$ cat config.mk
export PLATFORM = sky130hd
export DESIGN_NAME = scl_top
export DESIGN_NICKNAME = d
export VERILOG_FILES = /design/src/hw/scl_pkg.sv /design/src/hw/scl_strap_latch.sv /design/src/hw/scl_top.sv
export SDC_FILE = /design/constraint.sdc
export NUM_CORES = 1
export LEC_CHECK = 0
export BUFFER_PORTS_ARGS = -buffer_cell sky130_fd_sc_hd__buf_2
export CAP_MARGIN = 0
export CORE_ASPECT_RATIO = 0.6
export CORE_UTILIZATION = 32
export DETAILED_ROUTE_END_ITERATION = 8
export GPL_ROUTABILITY_DRIVEN = 0
export HOLD_SLACK_MARGIN = 0.05
export MAX_ROUTING_LAYER = met4
export PLACE_DENSITY_LB_ADDON = 0.3
export SYNTH_ARGS = -nofsm -noshare
export SYNTH_HDL_FRONTEND = slang
export SYNTH_SLANG_ARGS = --single-unit
$ cat constraint.sdc
create_clock -name pclk -period 4.8 [get_ports pclk]
set_input_delay 0.72 -clock pclk [delete_from_list [all_inputs] [get_ports pclk]]
set_output_delay 0.72 -clock pclk [all_outputs]
set_load 0.05 [all_outputs]
$ cat src/hw/scl_pkg.sv
// strap capture and reset timing: shared constants
// assumes a 100 MHz pclk and 32-bit apb data
package scl_pkg;
   // strap vector layout, index equals the strap pin index
   localparam int          STRAP_W        = 13;
   localparam int          ADDR_LSB       = 0;
   localparam int          ADDR_W         = 3;
   localparam int          DUPLEX_BIT     = 3;
   localparam int          IFSEL_LSB      = 4;
   localparam int          IFSEL_W        = 3;
   localparam int          ISO_BIT        = 7;
   localparam int          TESTN_BIT      = 8;
   localparam int          ANEG_BIT       = 9;
   localparam int          SPEED_BIT      = 10;
   localparam int          PWRDN_BIT      = 11;
   localparam int          RSV_BIT        = 12;
   localparam int          MII_PINS       = 8;
   // weak-resistor defaults: 0 pull-down, 1 pull-up
   localparam logic [12:0] STRAP_DEFAULT  = 13'h1708;
   localparam logic [1:0]  ADDR_UPPER     = 2'h1;
   localparam logic [2:0]  IFSEL_MII      = 3'h0;
   localparam logic [2:0]  IFSEL_RMII     = 3'h1;

   // register byte offsets
   localparam logic [7:0]  REG_STRAP      = 8'h00;
   localparam logic [7:0]  REG_OVR        = 8'h04;
   localparam logic [7:0]  REG_DBG_TEST   = 8'h08;
   localparam logic [7:0]  REG_DBG_PSAVE  = 8'h0C;
   localparam logic [7:0]  REG_STAT       = 8'h10;
   localparam int          STRAP_DONE_BIT = 16;
   localparam int          OVR_EN_BIT     = 31;
   localparam int          DBG_FIX_BIT    = 3;
   localparam logic        DBG_FIX_RST    = 1'h1;
   localparam logic [2:0]  PSAVE_RST      = 3'h0;
   localparam logic [2:0]  PSAVE_FIX      = 3'h4;
   localparam int          ST_INRST       = 0;
   localparam int          ST_RSVCODE     = 1;
   localparam int          ST_SHORT       = 2;
   localparam int          ST_FIXED       = 3;

   // warm reset minimum
   localparam int          CLK_PERIOD_NS  = 10;
   localparam int          WARM_MIN_MS    = 1;
   localparam int          WARM_MIN_CYC   = WARM_MIN_MS * 1000000
                                            / CLK_PERIOD_NS;
   localparam int          LOWCNT_W       = 20;

   // late-clock register fix-up progress
   typedef enum logic [2:0] {
      FIX_IDLE = 3'b001,
      FIX_CLR  = 3'b010,
      FIX_DONE = 3'b100
   } scl_fix_e;
endpackage : scl_pkg

$ cat src/hw/scl_strap_latch.sv
// strap latch: samples the strap pins as hardware reset is released
// assumes hw_rst_n is synchronous to pclk
module scl_strap_latch
   import scl_pkg::*;
(
   input  wire logic               pclk,
   input  wire logic               presetn,
   input  wire logic               hw_rst_n,
   input  wire logic [STRAP_W-1:0] pin_i,
   output logic      [STRAP_W-1:0] capt_q,
   output logic                    done_q,
   output logic                    rst_seen_q
);
   logic rst_prev_q;
   wire  rise = !rst_prev_q && hw_rst_n;

   always_ff @(posedge pclk or negedge presetn) begin
      if (!presetn) begin
         rst_prev_q <= 1'b0;
         capt_q     <= STRAP_DEFAULT;
         done_q     <= 1'b0;
         rst_seen_q <= 1'b0;
      end else begin
         rst_prev_q <= hw_rst_n;
         if (!hw_rst_n) begin
            capt_q <= STRAP_DEFAULT;
            done_q <= 1'b0;
         end else if (rise) begin
            capt_q     <= pin_i;
            done_q     <= 1'b1;
            rst_seen_q <= 1'b1;
         end
      end
   end
endmodule : scl_strap_latch

$ cat src/hw/scl_top.sv
// strap capture, reset hold and late-clock fix-up registers on apb
// assumes synchronous pins, board pulls on strap pins, apb master
//
// Contract
// - low three management address bits come from three strapped rx pins
// - upper management address bits are a fixed constant
// - duplex strap: 0 half, 1 full, default full
// - interface strap 000 mii, 001 rmii, others reserved, default 000
// - interrupt pin strap: 0 test mode, 1 normal, default normal
// - rx clock strap: 0 power-down off, 1 on, default off
// - weak pulls set defaults; tx clock strap reserved, default 1
//
// The placing of the registers and the APB register port were left to the implementer.
module scl_top
   import scl_pkg::*;
#(
   parameter int WARM_MIN = WARM_MIN_CYC
)(
   input  wire logic               pclk,
   input  wire logic               presetn,
   input  wire logic               psel,
   input  wire logic               penable,
   input  wire logic               pwrite,
   input  wire logic [7:0]         paddr,
   input  wire logic [31:0]        pwdata,
   output logic      [31:0]        prdata,
   output logic                    pready,
   output logic                    pslverr,
   input  wire logic               hw_rst_n,
   input  wire logic [STRAP_W-1:0] strap_pin_i,
   output logic      [STRAP_W-1:0] strap_pin_o,
   output logic      [STRAP_W-1:0] strap_pin_oe,
   input  wire logic [STRAP_W-1:0] func_o,
   output logic      [4:0]         mgmt_addr_strap,
   output logic                    duplex_full,
   output logic                    rmii_sel,
   output logic                    isolate,
   output logic                    test_mode_n,
   output logic                    autoneg_en,
   output logic                    speed_100,
   output logic                    power_down,
   output logic                    core_run,
   output logic                    dbg_test_bit,
   output logic      [2:0]         dbg_psave
);
   logic [STRAP_W-1:0] capt;
   logic               done;
   logic               rst_seen;
   logic [STRAP_W-1:0] ovr_q;
   logic               ovr_en_q;
   logic [STRAP_W-1:0] cfg_q;
   logic               dbg_fix_q;
   logic [2:0]         psave_q;
   logic               short_q;
   logic [LOWCNT_W-1:0] low_cnt_q;
   logic [31:0]        rdata_q;
   logic [STRAP_W-1:0] pin_o_q;
   logic [STRAP_W-1:0] pin_oe_q;
   scl_fix_e           fix_q;
   scl_fix_e           fix_d;

   scl_strap_latch u_latch (
      .pclk       (pclk),
      .presetn    (presetn),
      .hw_rst_n   (hw_rst_n),
      .pin_i      (strap_pin_i),
      .capt_q     (capt),
      .done_q     (done),
      .rst_seen_q (rst_seen)
   );

   // apb decode
   wire hit_strap = (paddr == REG_STRAP);
   wire hit_ovr   = (paddr == REG_OVR);
   wire hit_test  = (paddr == REG_DBG_TEST);
   wire hit_psave = (paddr == REG_DBG_PSAVE);
   wire hit_stat  = (paddr == REG_STAT);
   wire mapped    = hit_strap | hit_ovr | hit_test | hit_psave | hit_stat;
   wire access    = psel & penable;
   wire wr        = access & pwrite & mapped;
   wire setup_rd  = psel & !penable & !pwrite;
   wire wr_ovr    = wr & hit_ovr;
   wire wr_test   = wr & hit_test & done;
   wire wr_psave  = wr & hit_psave & done;
   wire wr_stat   = wr & hit_stat;

   assign pready  = access;
   assign pslverr = access & !mapped;
   assign prdata  = rdata_q;

   // effective configuration: override or captured straps
   wire [STRAP_W-1:0] eff     = ovr_en_q ? ovr_q : capt;
   wire [2:0]         ifsel   = eff[IFSEL_LSB +: IFSEL_W];
   wire               rsvcode = (ifsel != IFSEL_MII) && (ifsel != IFSEL_RMII);
   wire               warm_rise = !done && hw_rst_n && rst_seen;
   wire               short_set =
      warm_rise && (low_cnt_q < LOWCNT_W'(WARM_MIN));

   wire [31:0] stat_word = {28'h0000000, (fix_q == FIX_DONE), short_q,
                            rsvcode, !done};
   wire [31:0] rd_mux =
      hit_strap ? {15'h0000, done, 3'h0, capt} :
      hit_ovr   ? {ovr_en_q, 18'h00000, ovr_q} :
      hit_test  ? {28'h0000000, dbg_fix_q, 3'h0} :
      hit_psave ? {29'h00000000, psave_q} :
      hit_stat  ? stat_word : 32'h00000000;

   always_ff @(posedge pclk or negedge presetn) begin
      if (!presetn) begin
         rdata_q <= 32'h00000000;
      end else if (setup_rd) begin
         rdata_q <= rd_mux;
      end
   end

   always_ff @(posedge pclk or negedge presetn) begin
      if (!presetn) begin
         ovr_q    <= STRAP_DEFAULT;
         ovr_en_q <= 1'b0;
      end else if (wr_ovr) begin
         ovr_q    <= pwdata[STRAP_W-1:0];
         ovr_en_q <= pwdata[OVR_EN_BIT];
      end
   end

   // debug registers, held at reset values while in hardware reset
   always_ff @(posedge pclk or negedge presetn) begin
      if (!presetn) begin
         dbg_fix_q <= DBG_FIX_RST;
         psave_q   <= PSAVE_RST;
      end else if (!done) begin
         dbg_fix_q <= DBG_FIX_RST;
         psave_q   <= PSAVE_RST;
      end else begin
         if (wr_test) dbg_fix_q <= pwdata[DBG_FIX_BIT];
         if (wr_psave) psave_q <= pwdata[2:0];
      end
   end

   // fix-up order tracking
   always_comb begin
      fix_d = fix_q;
      case (fix_q)
         FIX_IDLE: begin
            if (wr_test && !pwdata[DBG_FIX_BIT]) fix_d = FIX_CLR;
         end
         FIX_CLR: begin
            if (wr_test && pwdata[DBG_FIX_BIT]) fix_d = FIX_IDLE;
            else if (wr_psave && pwdata[2:0] == PSAVE_FIX) begin
               fix_d = FIX_DONE;
            end
         end
         FIX_DONE: begin
            if (wr_test && pwdata[DBG_FIX_BIT]) fix_d = FIX_IDLE;
         end
         default: fix_d = FIX_IDLE;
      endcase
   end

   always_ff @(posedge pclk or negedge presetn) begin
      if (!presetn) begin
         fix_q <= FIX_IDLE;
      end else if (!done) begin
         fix_q <= FIX_IDLE;
      end else begin
         fix_q <= fix_d;
      end
   end

   // warm reset length monitor, sticky flag, write one to clear
   always_ff @(posedge pclk or negedge presetn) begin
      if (!presetn) begin
         low_cnt_q <= '0;
         short_q   <= 1'b0;
      end else begin
         if (hw_rst_n) low_cnt_q <= '0;
         else if (low_cnt_q < LOWCNT_W'(WARM_MIN)) begin
            low_cnt_q <= low_cnt_q + 1'b1;
         end
         if (short_set) short_q <= 1'b1;
         else if (wr_stat && pwdata[ST_SHORT]) short_q <= 1'b0;
      end
   end

   // configuration outputs, defaults while in reset unless the override is enabled
   always_ff @(posedge pclk or negedge presetn) begin
      if (!presetn) begin
         cfg_q <= STRAP_DEFAULT;
      end else begin
         cfg_q <= eff;
      end
   end

   assign mgmt_addr_strap = {ADDR_UPPER, cfg_q[ADDR_LSB +: ADDR_W]};
   assign duplex_full = cfg_q[DUPLEX_BIT];
   assign rmii_sel    = cfg_q[IFSEL_LSB +: IFSEL_W] == IFSEL_RMII;
   assign isolate     = cfg_q[ISO_BIT];
   assign test_mode_n = cfg_q[TESTN_BIT];
   assign autoneg_en  = cfg_q[ANEG_BIT];
   assign speed_100   = cfg_q[SPEED_BIT];
   assign power_down  = cfg_q[PWRDN_BIT];
   assign core_run    = done;
   assign dbg_test_bit = dbg_fix_q;
   assign dbg_psave   = psave_q;

   // pins float for the pulls until straps are latched
   genvar gi;
   generate
      for (gi = 0; gi < STRAP_W; gi++) begin : g_pin
         wire quiet = (gi < MII_PINS) && cfg_q[ISO_BIT];
         always_ff @(posedge pclk or negedge presetn) begin
            if (!presetn) begin
               pin_o_q[gi]  <= 1'b0;
               pin_oe_q[gi] <= 1'b0;
            end else begin
               pin_o_q[gi]  <= func_o[gi];
               pin_oe_q[gi] <= done && hw_rst_n && !quiet;
            end
         end
      end
   endgenerate

   assign strap_pin_o  = pin_o_q;
   assign strap_pin_oe = pin_oe_q;
endmodule : scl_top

==> results.cfg, run 1 <==
[outcome]
status = completed

[clock_tree]
path_clk_slew_ns = 0.07
cts_htree_levels = 3
cts-hold-fix-buffers = 0
cts_tree = built
cts.path.max_buffers = 2
cts_made_buffers = 9
worstSkewPairLatency_ns = 0.34
cts-root-buf = clkbuf_16
cts_resized = 0
cts.sinks = 100
cts_setup_buffers = 0

[route]
drcViolationCount = 0
via_per_inst = 4.885
wl_mm = 11.22
vias = 3385
drt_iter0_drc = 211
drt-wirelength-per-cell_um = 16.19
ant_nets = 0
drtPass1Iterations = 4

[sta]
setup_violations = 0
hold_viol = 0
period_share_pct = 60.69
tightest_slew_ns = 1.148
fin_crit_ns = 2.913
hold_ws_ns = 0.4600
fin_tns_setup_ns = 0
max_slew_margin_pct = 23.16
drv_slew = 0
rsz0062_at_grt = no
max_freq_mhz = 343.3
finalClockSkew_ns = 0.006710

[global_route]
grt_pass1_vias = 3293
grt_max_degree = 68
grt_first_pass_wirelength_mm = 17.72
overflow = 0
antenna_found_initial = 0
grt_usage_pct = 16.06

[cells_and_area]
layout-drive-gt1-share_pct = 37.52
diodes = 0
final_common_cell = buf_2
finish.instance_area_um2 = 5503
layout.nets = 569
layout_common_cells = 110 x buf_2, 84 x dfrtp_1, 37 x nor2_1
syn_to_final_growth_pct = 17.03

[placement]
place_area_um2 = 5226
numPortBuffers = 111
dp_hpwl_mm = 7.932

[setup_path]
critPathMaxFanout = 6
required_ns = 4.08
critPathKind = input pin to output port
critPathCaptureType = output port
worst_ep_arrival_time_ns = 2.19
cp-start-kind = input pin

[synth]
synth_edf_count = 0
synth_largest_area_cell = dfrtp_1
synthTopCellsByArea = dfrtp_1 45%, dfstp_2 8.9%, mux2_2 5.7%
avgSynthCellArea_um2 = 11.47
synth-main-ff-cell = dfrtp_1
yosysSeqAreaShare_pct = 53.65
yosysUniqueCellTypes = 51
ys_async_sr_fraction_pct = 100.0
syn_inst = 410
synth_top_area_share_pct = 44.70
yosys_register_bits = 100
syn_area_um2 = 4702
yosysWarnings = 0

[floorplan]
io_pins = 149
die-area_um2 = 15200
num_rows = 33
die_x_um = 158.5
start_util_pct = 33.59
dieHeight_um = 95.90
core_um2 = 14000

[job]
maxCapViolations = 0

[hold_path]
hold_path_class = flip-flop to flip-flop

[power]
p_leak_uw = 0.002590
p_total_uw = 1911
p_per_area_nw_per_um2 = 347.3
ir_worst_vdd_mv = 0.1753
==> worst max-delay path, stage by stage <==
cell and delay (ns):
buf_2 0.10, or4_1 0.60, nor4_4 0.37, a221oi_1 0.16
buf_2 0.24
==> routing by layer <==
| metal | vias to the layer above | global-route usage, % | routed length (um) |
|---|---|---|---|
| met5 | - | - | 0 |
| met4 | 0 | 4.006 | 51 |
| met3 | 4 | 3.872 | 660 |
| met2 | 138 | 21.97 | 4595 |
| met1 | 1660 | 23.42 | 5910 |
| li1 | 1583 | - | - |
==> area by class of cell <==
| cell class | instances | area, um2 |
|---|---|---|
| Clock buffer | 9 | 225.2 |
| Clock inverter | 7 | 51.30 |
| Fill cell | 1328 | 8494 |
| Inverter | 6 | 22.52 |
| Multi-Input combinational cell | 266 | 1868 |
| Sequential cell | 100 | 2522 |
| Tap cell | 192 | 240.2 |
| Timing Repair Buffer | 113 | 573.1 |
==> registers in the layout, indices dropped and copies added (netlist names) <==
name and cells:
u_latch.capt_q 13, ovr_en_q 1, u_latch.rst_prev_q 1, u_latch.rst_seen_q 1, dbg_psave 3, strap_pin_oe 2
short_q 1, low_cnt_q 20, strap_pin_o 13, cfg_q 12, u_latch.done_q 1, prdata 15
fix_q 3, ovr_q 13, dbg_test_bit 1
==> cell families (layout without fill, tap and decap cells) <==
kind of cell,after synthesis,count (layout),share of synthesized area [%]
adders and majority gates,1,1,0.2661
DFF,100,100,53.65
and+or+nand+nor,141,141,17.06
AOI/OAI and AO/OA,55,55,8.435
muxes,50,50,12.35
buffers and inverters,61,135,8.089
other,2,19,0.1597
==> final timing paths <==
check / startpoint / endpoint / slack [ns] / depth (start not counted)
worst max-delay path: paddr[1] / pslverr / 1.89 / 5
worst min-delay path: cfg_q[7]$_DFF_PN0_ / strap_pin_oe[5]$_DFF_PN0_ / 0.46 / 1
worst max register to register: low_cnt_q[14]$_DFFE_PN0P_ / low_cnt_q[15]$_DFFE_PN0P_ / 2.76 / 4
worst min register to register: cfg_q[7]$_DFF_PN0_ / strap_pin_oe[5]$_DFF_PN0_ / 0.46 / 1
max in group asynchronous: presetn / low_cnt_q[12]$_DFFE_PN0P_ / 3.34 / 2
min in group asynchronous: presetn / strap_pin_o[5]$_DFF_PN0_ / 0.47 / 1
==> power by group <==
part | switching, uW | leakage, uW | internal, uW
logic | 241 | 0.00120 | 75.8
registers | 29.4 | 0.00125 | 887
clock network | 324 | 0.000134 | 355
==> cell usage after synthesis, types with 6 or more instances <==
master	count
dfrtp_1	84
nor2_1	37
buf_4	35
mux2_2	24
nand2_1	21
nor2b_1	19
dfstp_2	16
mux2i_1	16
clkbuf_1	14
a221oi_1	13
nor3_1	12
mux2_4	10
a21oi_1	9
nand4_1	9
o21ai_0	8
a211oi_1	6
inv_1	6
o31ai_1	6
or4_1	6
==> through the flow <==
step / util, % / setup WS, ns / std cells
6_report: 39.31 / 1.887 / 693
5_1_grt: 39.31 / 1.825 / 693
4_1_cts: 39.31 / 1.891 / 693
3_5_place_dp: 37.34 / 1.852 / 677
3_3_place_gp: 37.34 / 1.887 / 677
2_1_floorplan: - / 1.873 / 427
Power figures use the tool's default switching activity.
==> run 2: changes to the inputs <==
ABC_AREA = 1   (was default)
clock period = 2.4 ns   (was 4.8 ns; I/O delays follow)
==> results.cfg, run 2 <==
[synth]
yosysUniqueCellTypes = 35
yosysSeqAreaShare_pct = 53.23
synth_largest_area_cell = dfrtp_1
ys_async_sr_fraction_pct = 100.0
avgSynthCellArea_um2 = 8.568
syn_inst = 553
synth_top_area_share_pct = 44.36
synth_common_cells = 130 x nand2_1, 84 x dfrtp_1, 64 x inv_1
synth.most_common_cell = nand2_1
synth_edf_count = 0
syn_area_um2 = 4738
yosys_register_bits = 100
synth-main-ff-cell = dfrtp_1
yosysWarnings = 0
synthTopCellsByArea = dfrtp_1 44%, nand2_1 10%, dfstp_2 8.9%

[cells_and_area]
finish.instance_area_um2 = 5653
final_common_cell = nand2_1
nFillCells = 1475
diodes = 0
layout-drive-gt1-share_pct = 25.11
regMostFlops = low_cnt_q
layout_common_cells = 130 x nand2_1, 110 x buf_2, 84 x dfrtp_1
layout.nets = 725
largest_register_ff_count = 20
syn_to_final_growth_pct = 19.30
instances_no_fill = 855

[setup_path]
worst_ep_arrival_time_ns = 2.11
timing.reg2reg.setup_slack_ns = 0.52
r2r_cells = 8
startpoint = low_cnt_q[13]$_DFFE_PN0P_
r2r-start = low_cnt_q[13]$_DFFE_PN0P_
endpoint = low_cnt_q[1]$_DFFE_PN0P_
r2r-end = low_cnt_q[1]$_DFFE_PN0P_
cp-start-kind = flip-flop
critPathMaxFanout = 25
required_ns = 2.63
critPathKind = flip-flop to flip-flop
critPathCaptureType = flip-flop

[sta]
tightest_slew_ns = 0.7057
setup_violations = 0
setup_ws_ns = 0.5156
fin_tns_setup_ns = 0
fin_crit_ns = 1.884
period_share_pct = 78.52
hold_viol = 0
max_slew_margin_pct = 52.96
rsz0062_at_grt = no
max_freq_mhz = 530.7
drv_slew = 0
finalClockSkew_ns = 0.01156

[route]
vias = 3896
drtPass1Iterations = 5
via_per_inst = 4.557
ant_nets = 0
drcViolationCount = 0
wl_mm = 11.45
drt_iter0_drc = 208
drt-wirelength-per-cell_um = 13.39

[power]
p_leak_uw = 0.002918
ir_worst_vdd_mv = 0.3891
p_per_area_nw_per_um2 = 657.3

[floorplan]
start_util_pct = 32.76
die-area_um2 = 15310
num_rows = 34
die_x_um = 159.1
io_pins = 149
core_um2 = 14460
dieHeight_um = 96.26

[clock_tree]
cts-hold-fix-buffers = 0
path_clk_slew_ns = 0.07
cts.path.max_buffers = 2
cts_made_buffers = 9
worstSkewPairLatency_ns = 0.34
cts_htree_levels = 3
cts_setup_buffers = 0
cts.sinks = 100
cts_tree = built
cts-root-buf = clkbuf_16
cts_resized = 0

[global_route]
grt_first_pass_wirelength_mm = 18.16
overflow = 0
grt_max_degree = 53
antenna_found_initial = 0
grt_usage_pct = 15.99
grt_pass1_vias = 3644

[placement]
dp.cells = 839
place_area_um2 = 5341
dp_hpwl_mm = 8.509
numPortBuffers = 111
preCtsSetupSlack_ns = 0.3767

[outcome]
status = completed

[hold_path]
hold_path_class = input pin to asynchronous set/reset pin

[job]
maxCapViolations = 0
==> run 2: area by class of cell <==
class / count / area [um2] / share of cell area, %
clock inverters: 5 / 58.81 / 1.040
multi-input cells: 354 / 1685 / 29.81
flip-flops and latches: 100 / 2522 / 44.62
inverters: 68 / 255.2 / 4.515
clock buffers: 11 / 252.7 / 4.471
well taps: 198 / 247.7 / 4.382
repair buffers: 119 / 630.6 / 11.16
==> run 2: worst min path at each step <==
stage	cells past startpoint	slack [ns]	to	startpoint
global placement	1	0.44	strap_pin_oe[10]$_DFF_PN0_	presetn
floorplan	0	0.06	cfg_q[0]$_DFF_PN0_	presetn
CTS	1	0.09	strap_pin_oe[10]$_DFF_PN0_	presetn
detailed placement	1	0.44	strap_pin_oe[5]$_DFF_PN0_	cfg_q[7]$_DFF_PN0_
global route	1	0.11	strap_pin_oe[10]$_DFF_PN0_	presetn
finish	1	0.06	strap_pin_oe[10]$_DFF_PN0_	presetn
==> run 2: logic make-up after synthesis <==
group | after synthesis | share of synthesized area (%)
fa+ha+maj | 1 | 0.2640
simple gates | 237 | 21.89
buf+inv | 116 | 12.54
other cells | 2 | 0.1585
flops | 100 | 53.23
compound gates | 87 | 10.06
xor+xnor | 10 | 1.849
==> run 2: metal layers <==
metal  routed length, um  global-route usage [%]  up-vias
met5                   0                       -        -
met4                 123                   3.846        0
met3                 711                   3.921       12
met2                4746                   23.54      151
met1                5865                   22.08     1827
li1                    -                       -     1906
==> run 2: report_power, final <==
part           total [uW]  switching (uW)  internal, uW
clock network        1500             631           867
logic                 431             324           107
registers            1790            34.6          1750
==> run 2: per-stage QoR <==
stage          power [uW]  util, %  hold slack [ns]
2_1_floorplan        2120        -          0.06441
3_3_place_gp         2239    36.93           0.4413
3_5_place_dp         2252    36.93           0.4390
4_1_cts              3758    39.08          0.08670
5_1_grt              3879    39.08           0.1088
6_report             3715    39.08          0.06027
==> run 2: critical path, stage by stage (launching register included) <==
cell and delay (ns):
dfrtp_1 0.42, inv_1 0.13, nand2_1 0.09, nor3_1 0.18, nand2_1 0.09, nand2_2 0.36, inv_1 0.22, o21ai_0 0.22
nor2_1 0.06
==> run 3: changes to the inputs <==
ABC_AREA = 0   (was 1)
clock period = 1.64 ns   (was 2.4 ns; I/O delays follow)
==> results.cfg, run 3 (synthesized netlist as in run 1, its figures left out) <==
[sta]
setup_violations = 17
max_freq_mhz = 543.3
max_slew_margin_pct = 64.59
hold_viol = 0
fin_tns_setup_ns = -1.742
fin_crit_ns = 1.841
period_share_pct = 112.2
setup_ws_ns = -0.2006
tightest_slew_ns = 0.5312
drv_slew = 0
finalClockSkew_ns = 0.007908
rsz0062_at_grt = yes

[cells_and_area]
final_util_pct = 44.09
layout.nets = 628
layout_common_cells = 108 x buf_2, 84 x dfrtp_1, 44 x buf_4
final_common_cell = buf_2
syn_to_final_growth_pct = 31.24
layout-drive-gt1-share_pct = 44.11
nFillCells = 1299
instances_no_fill = 752
finish.instance_area_um2 = 6171
largest_register_ff_count = 20
diodes = 0
regMostFlops = low_cnt_q

[setup_path]
timing.reg2reg.setup_slack_ns = -0.20
required_ns = 1.88
critPathMaxFanout = 8
startpoint = low_cnt_q[14]$_DFFE_PN0P_
critPathCaptureType = flip-flop
cp-start-kind = flip-flop
r2r-start = low_cnt_q[14]$_DFFE_PN0P_
worst_ep_arrival_time_ns = 2.08
critPathKind = flip-flop to flip-flop

[route]
drt-wirelength-per-cell_um = 16.28
vias = 3642
drtPass1Iterations = 4
via_per_inst = 4.843
drcViolationCount = 0
ant_nets = 0
drt_iter0_drc = 278
wl_mm = 12.24

[global_route]
antenna_found_initial = 0
grt_first_pass_wirelength_mm = 19.06
grt_pass1_vias = 3641
overflow = 0
grt_usage_pct = 17.25
grt_max_degree = 38

[power]
p_leak_uw = 0.002931
p_per_area_nw_per_um2 = 960.6
ir_worst_vdd_mv = 0.4488

[floorplan]
start_util_pct = 33.59
dieHeight_um = 95.90
io_pins = 149
die-area_um2 = 15200
core_um2 = 14000
die_x_um = 158.5
num_rows = 33

[clock_tree]
worstSkewPairLatency_ns = 0.35
cts.path.max_buffers = 2
cts.sinks = 100
path_clk_slew_ns = 0.07
cts_made_buffers = 9
cts-root-buf = clkbuf_16
cts_tree = built
cts_htree_levels = 3

[placement]
numPortBuffers = 111
dp_hpwl_mm = 8.852
dp.cells = 720
place_area_um2 = 5604

[hold_path]
hold_path_class = input pin to flip-flop
worstHoldStart = strap_pin_i[3]

[outcome]
status = finished, violations left
violations = setup timing

[job]
maxCapViolations = 0
run 3: changes by cell type in the layout (fill, tap and decap cells not counted), moves of 10 or more:
cell,change
nand2_1,-109
inv_1,-58
o21ai_0,-45
buf_4,+36
nand3_1,-25
mux2_2,+23
nor2b_1,+19
mux2i_1,+16
dlygate4sd3_1,+14
a221oi_1,+12
mux2_4,+11
o22ai_1,-10
run 3: final cells by class:
type                            instances  area [um2]  area share (%)
Sequential cell                       100        2522           40.88
Multi-Input combinational cell        267        1974           32.00
Timing Repair Buffer                  171        1094           17.72
Tap cell                              192       240.2           3.893
Clock buffer                            9       225.2           3.650
Clock inverter                          7       92.59           1.500
Inverter                                6       22.52          0.3650
run 3: path summary, 6_finish.rpt:
kind	end	depth (start not counted)
worst max-delay path	low_cnt_q[15]$_DFFE_PN0P_	5
worst min-delay path	u_latch.capt_q[3]$_DFFE_PN1P_	3
worst max register to register	low_cnt_q[15]$_DFFE_PN0P_	5
worst min register to register	strap_pin_oe[5]$_DFF_PN0_	1
max in group asynchronous	u_latch.capt_q[8]$_DFFE_PN1P_	3
min in group asynchronous	strap_pin_o[9]$_DFF_PN0_	2
run 3: through the flow:
step / hold slack (ns) / total power [uW] / setup WS, ns
2_1_floorplan: -0.04959 / 3418 / -0.06641
6_report: 0.1303 / 5928 / -0.2006
4_1_cts: 0.1165 / 6005 / -0.1780
3_5_place_dp: 0.2570 / 3710 / -0.2700
5_1_grt: 0.1118 / 6176 / -0.2723
3_3_place_gp: 0.2513 / 3696 / -0.2545
run 3: what timing repair did:
item / CTS / global route
hold buffers: 14 / 0
pin swaps: 4 / 1
gates cloned: 0 / 1
endpoints found under the setup margin: 18 / 20
resized for setup: 11 / 7
endpoints found under the hold margin: 41 / 0
setup buffers: 1 / 0
run 3: worst max-delay path: stages, from the launching register on:
cell       delay (ns)
dfrtp_1          0.41
nor4_4           0.32
buf_4            0.17
o2111ai_4        0.20
nor4b_2          0.27
mux2_2           0.36
run 3: report_power, final:
group          switching (uW)  internal (uW)  total [uW]
Sequential               79.1           2590        2670
Clock                    1010           1220        2230
Combinational             734            286        1020
run 3: per-layer routing:
metal | part of all wire (%) | vias to the layer above | wire, um | global-route usage (%)
li1 | - | 1709 | - | -
met3 | 6.6 | 9 | 803 | 4.097
met2 | 43 | 134 | 5243 | 24.74
met5 | 0 | - | 0 | -
met1 | 50 | 1790 | 6082 | 24.16
met4 | 0.93 | 0 | 114 | 4.728
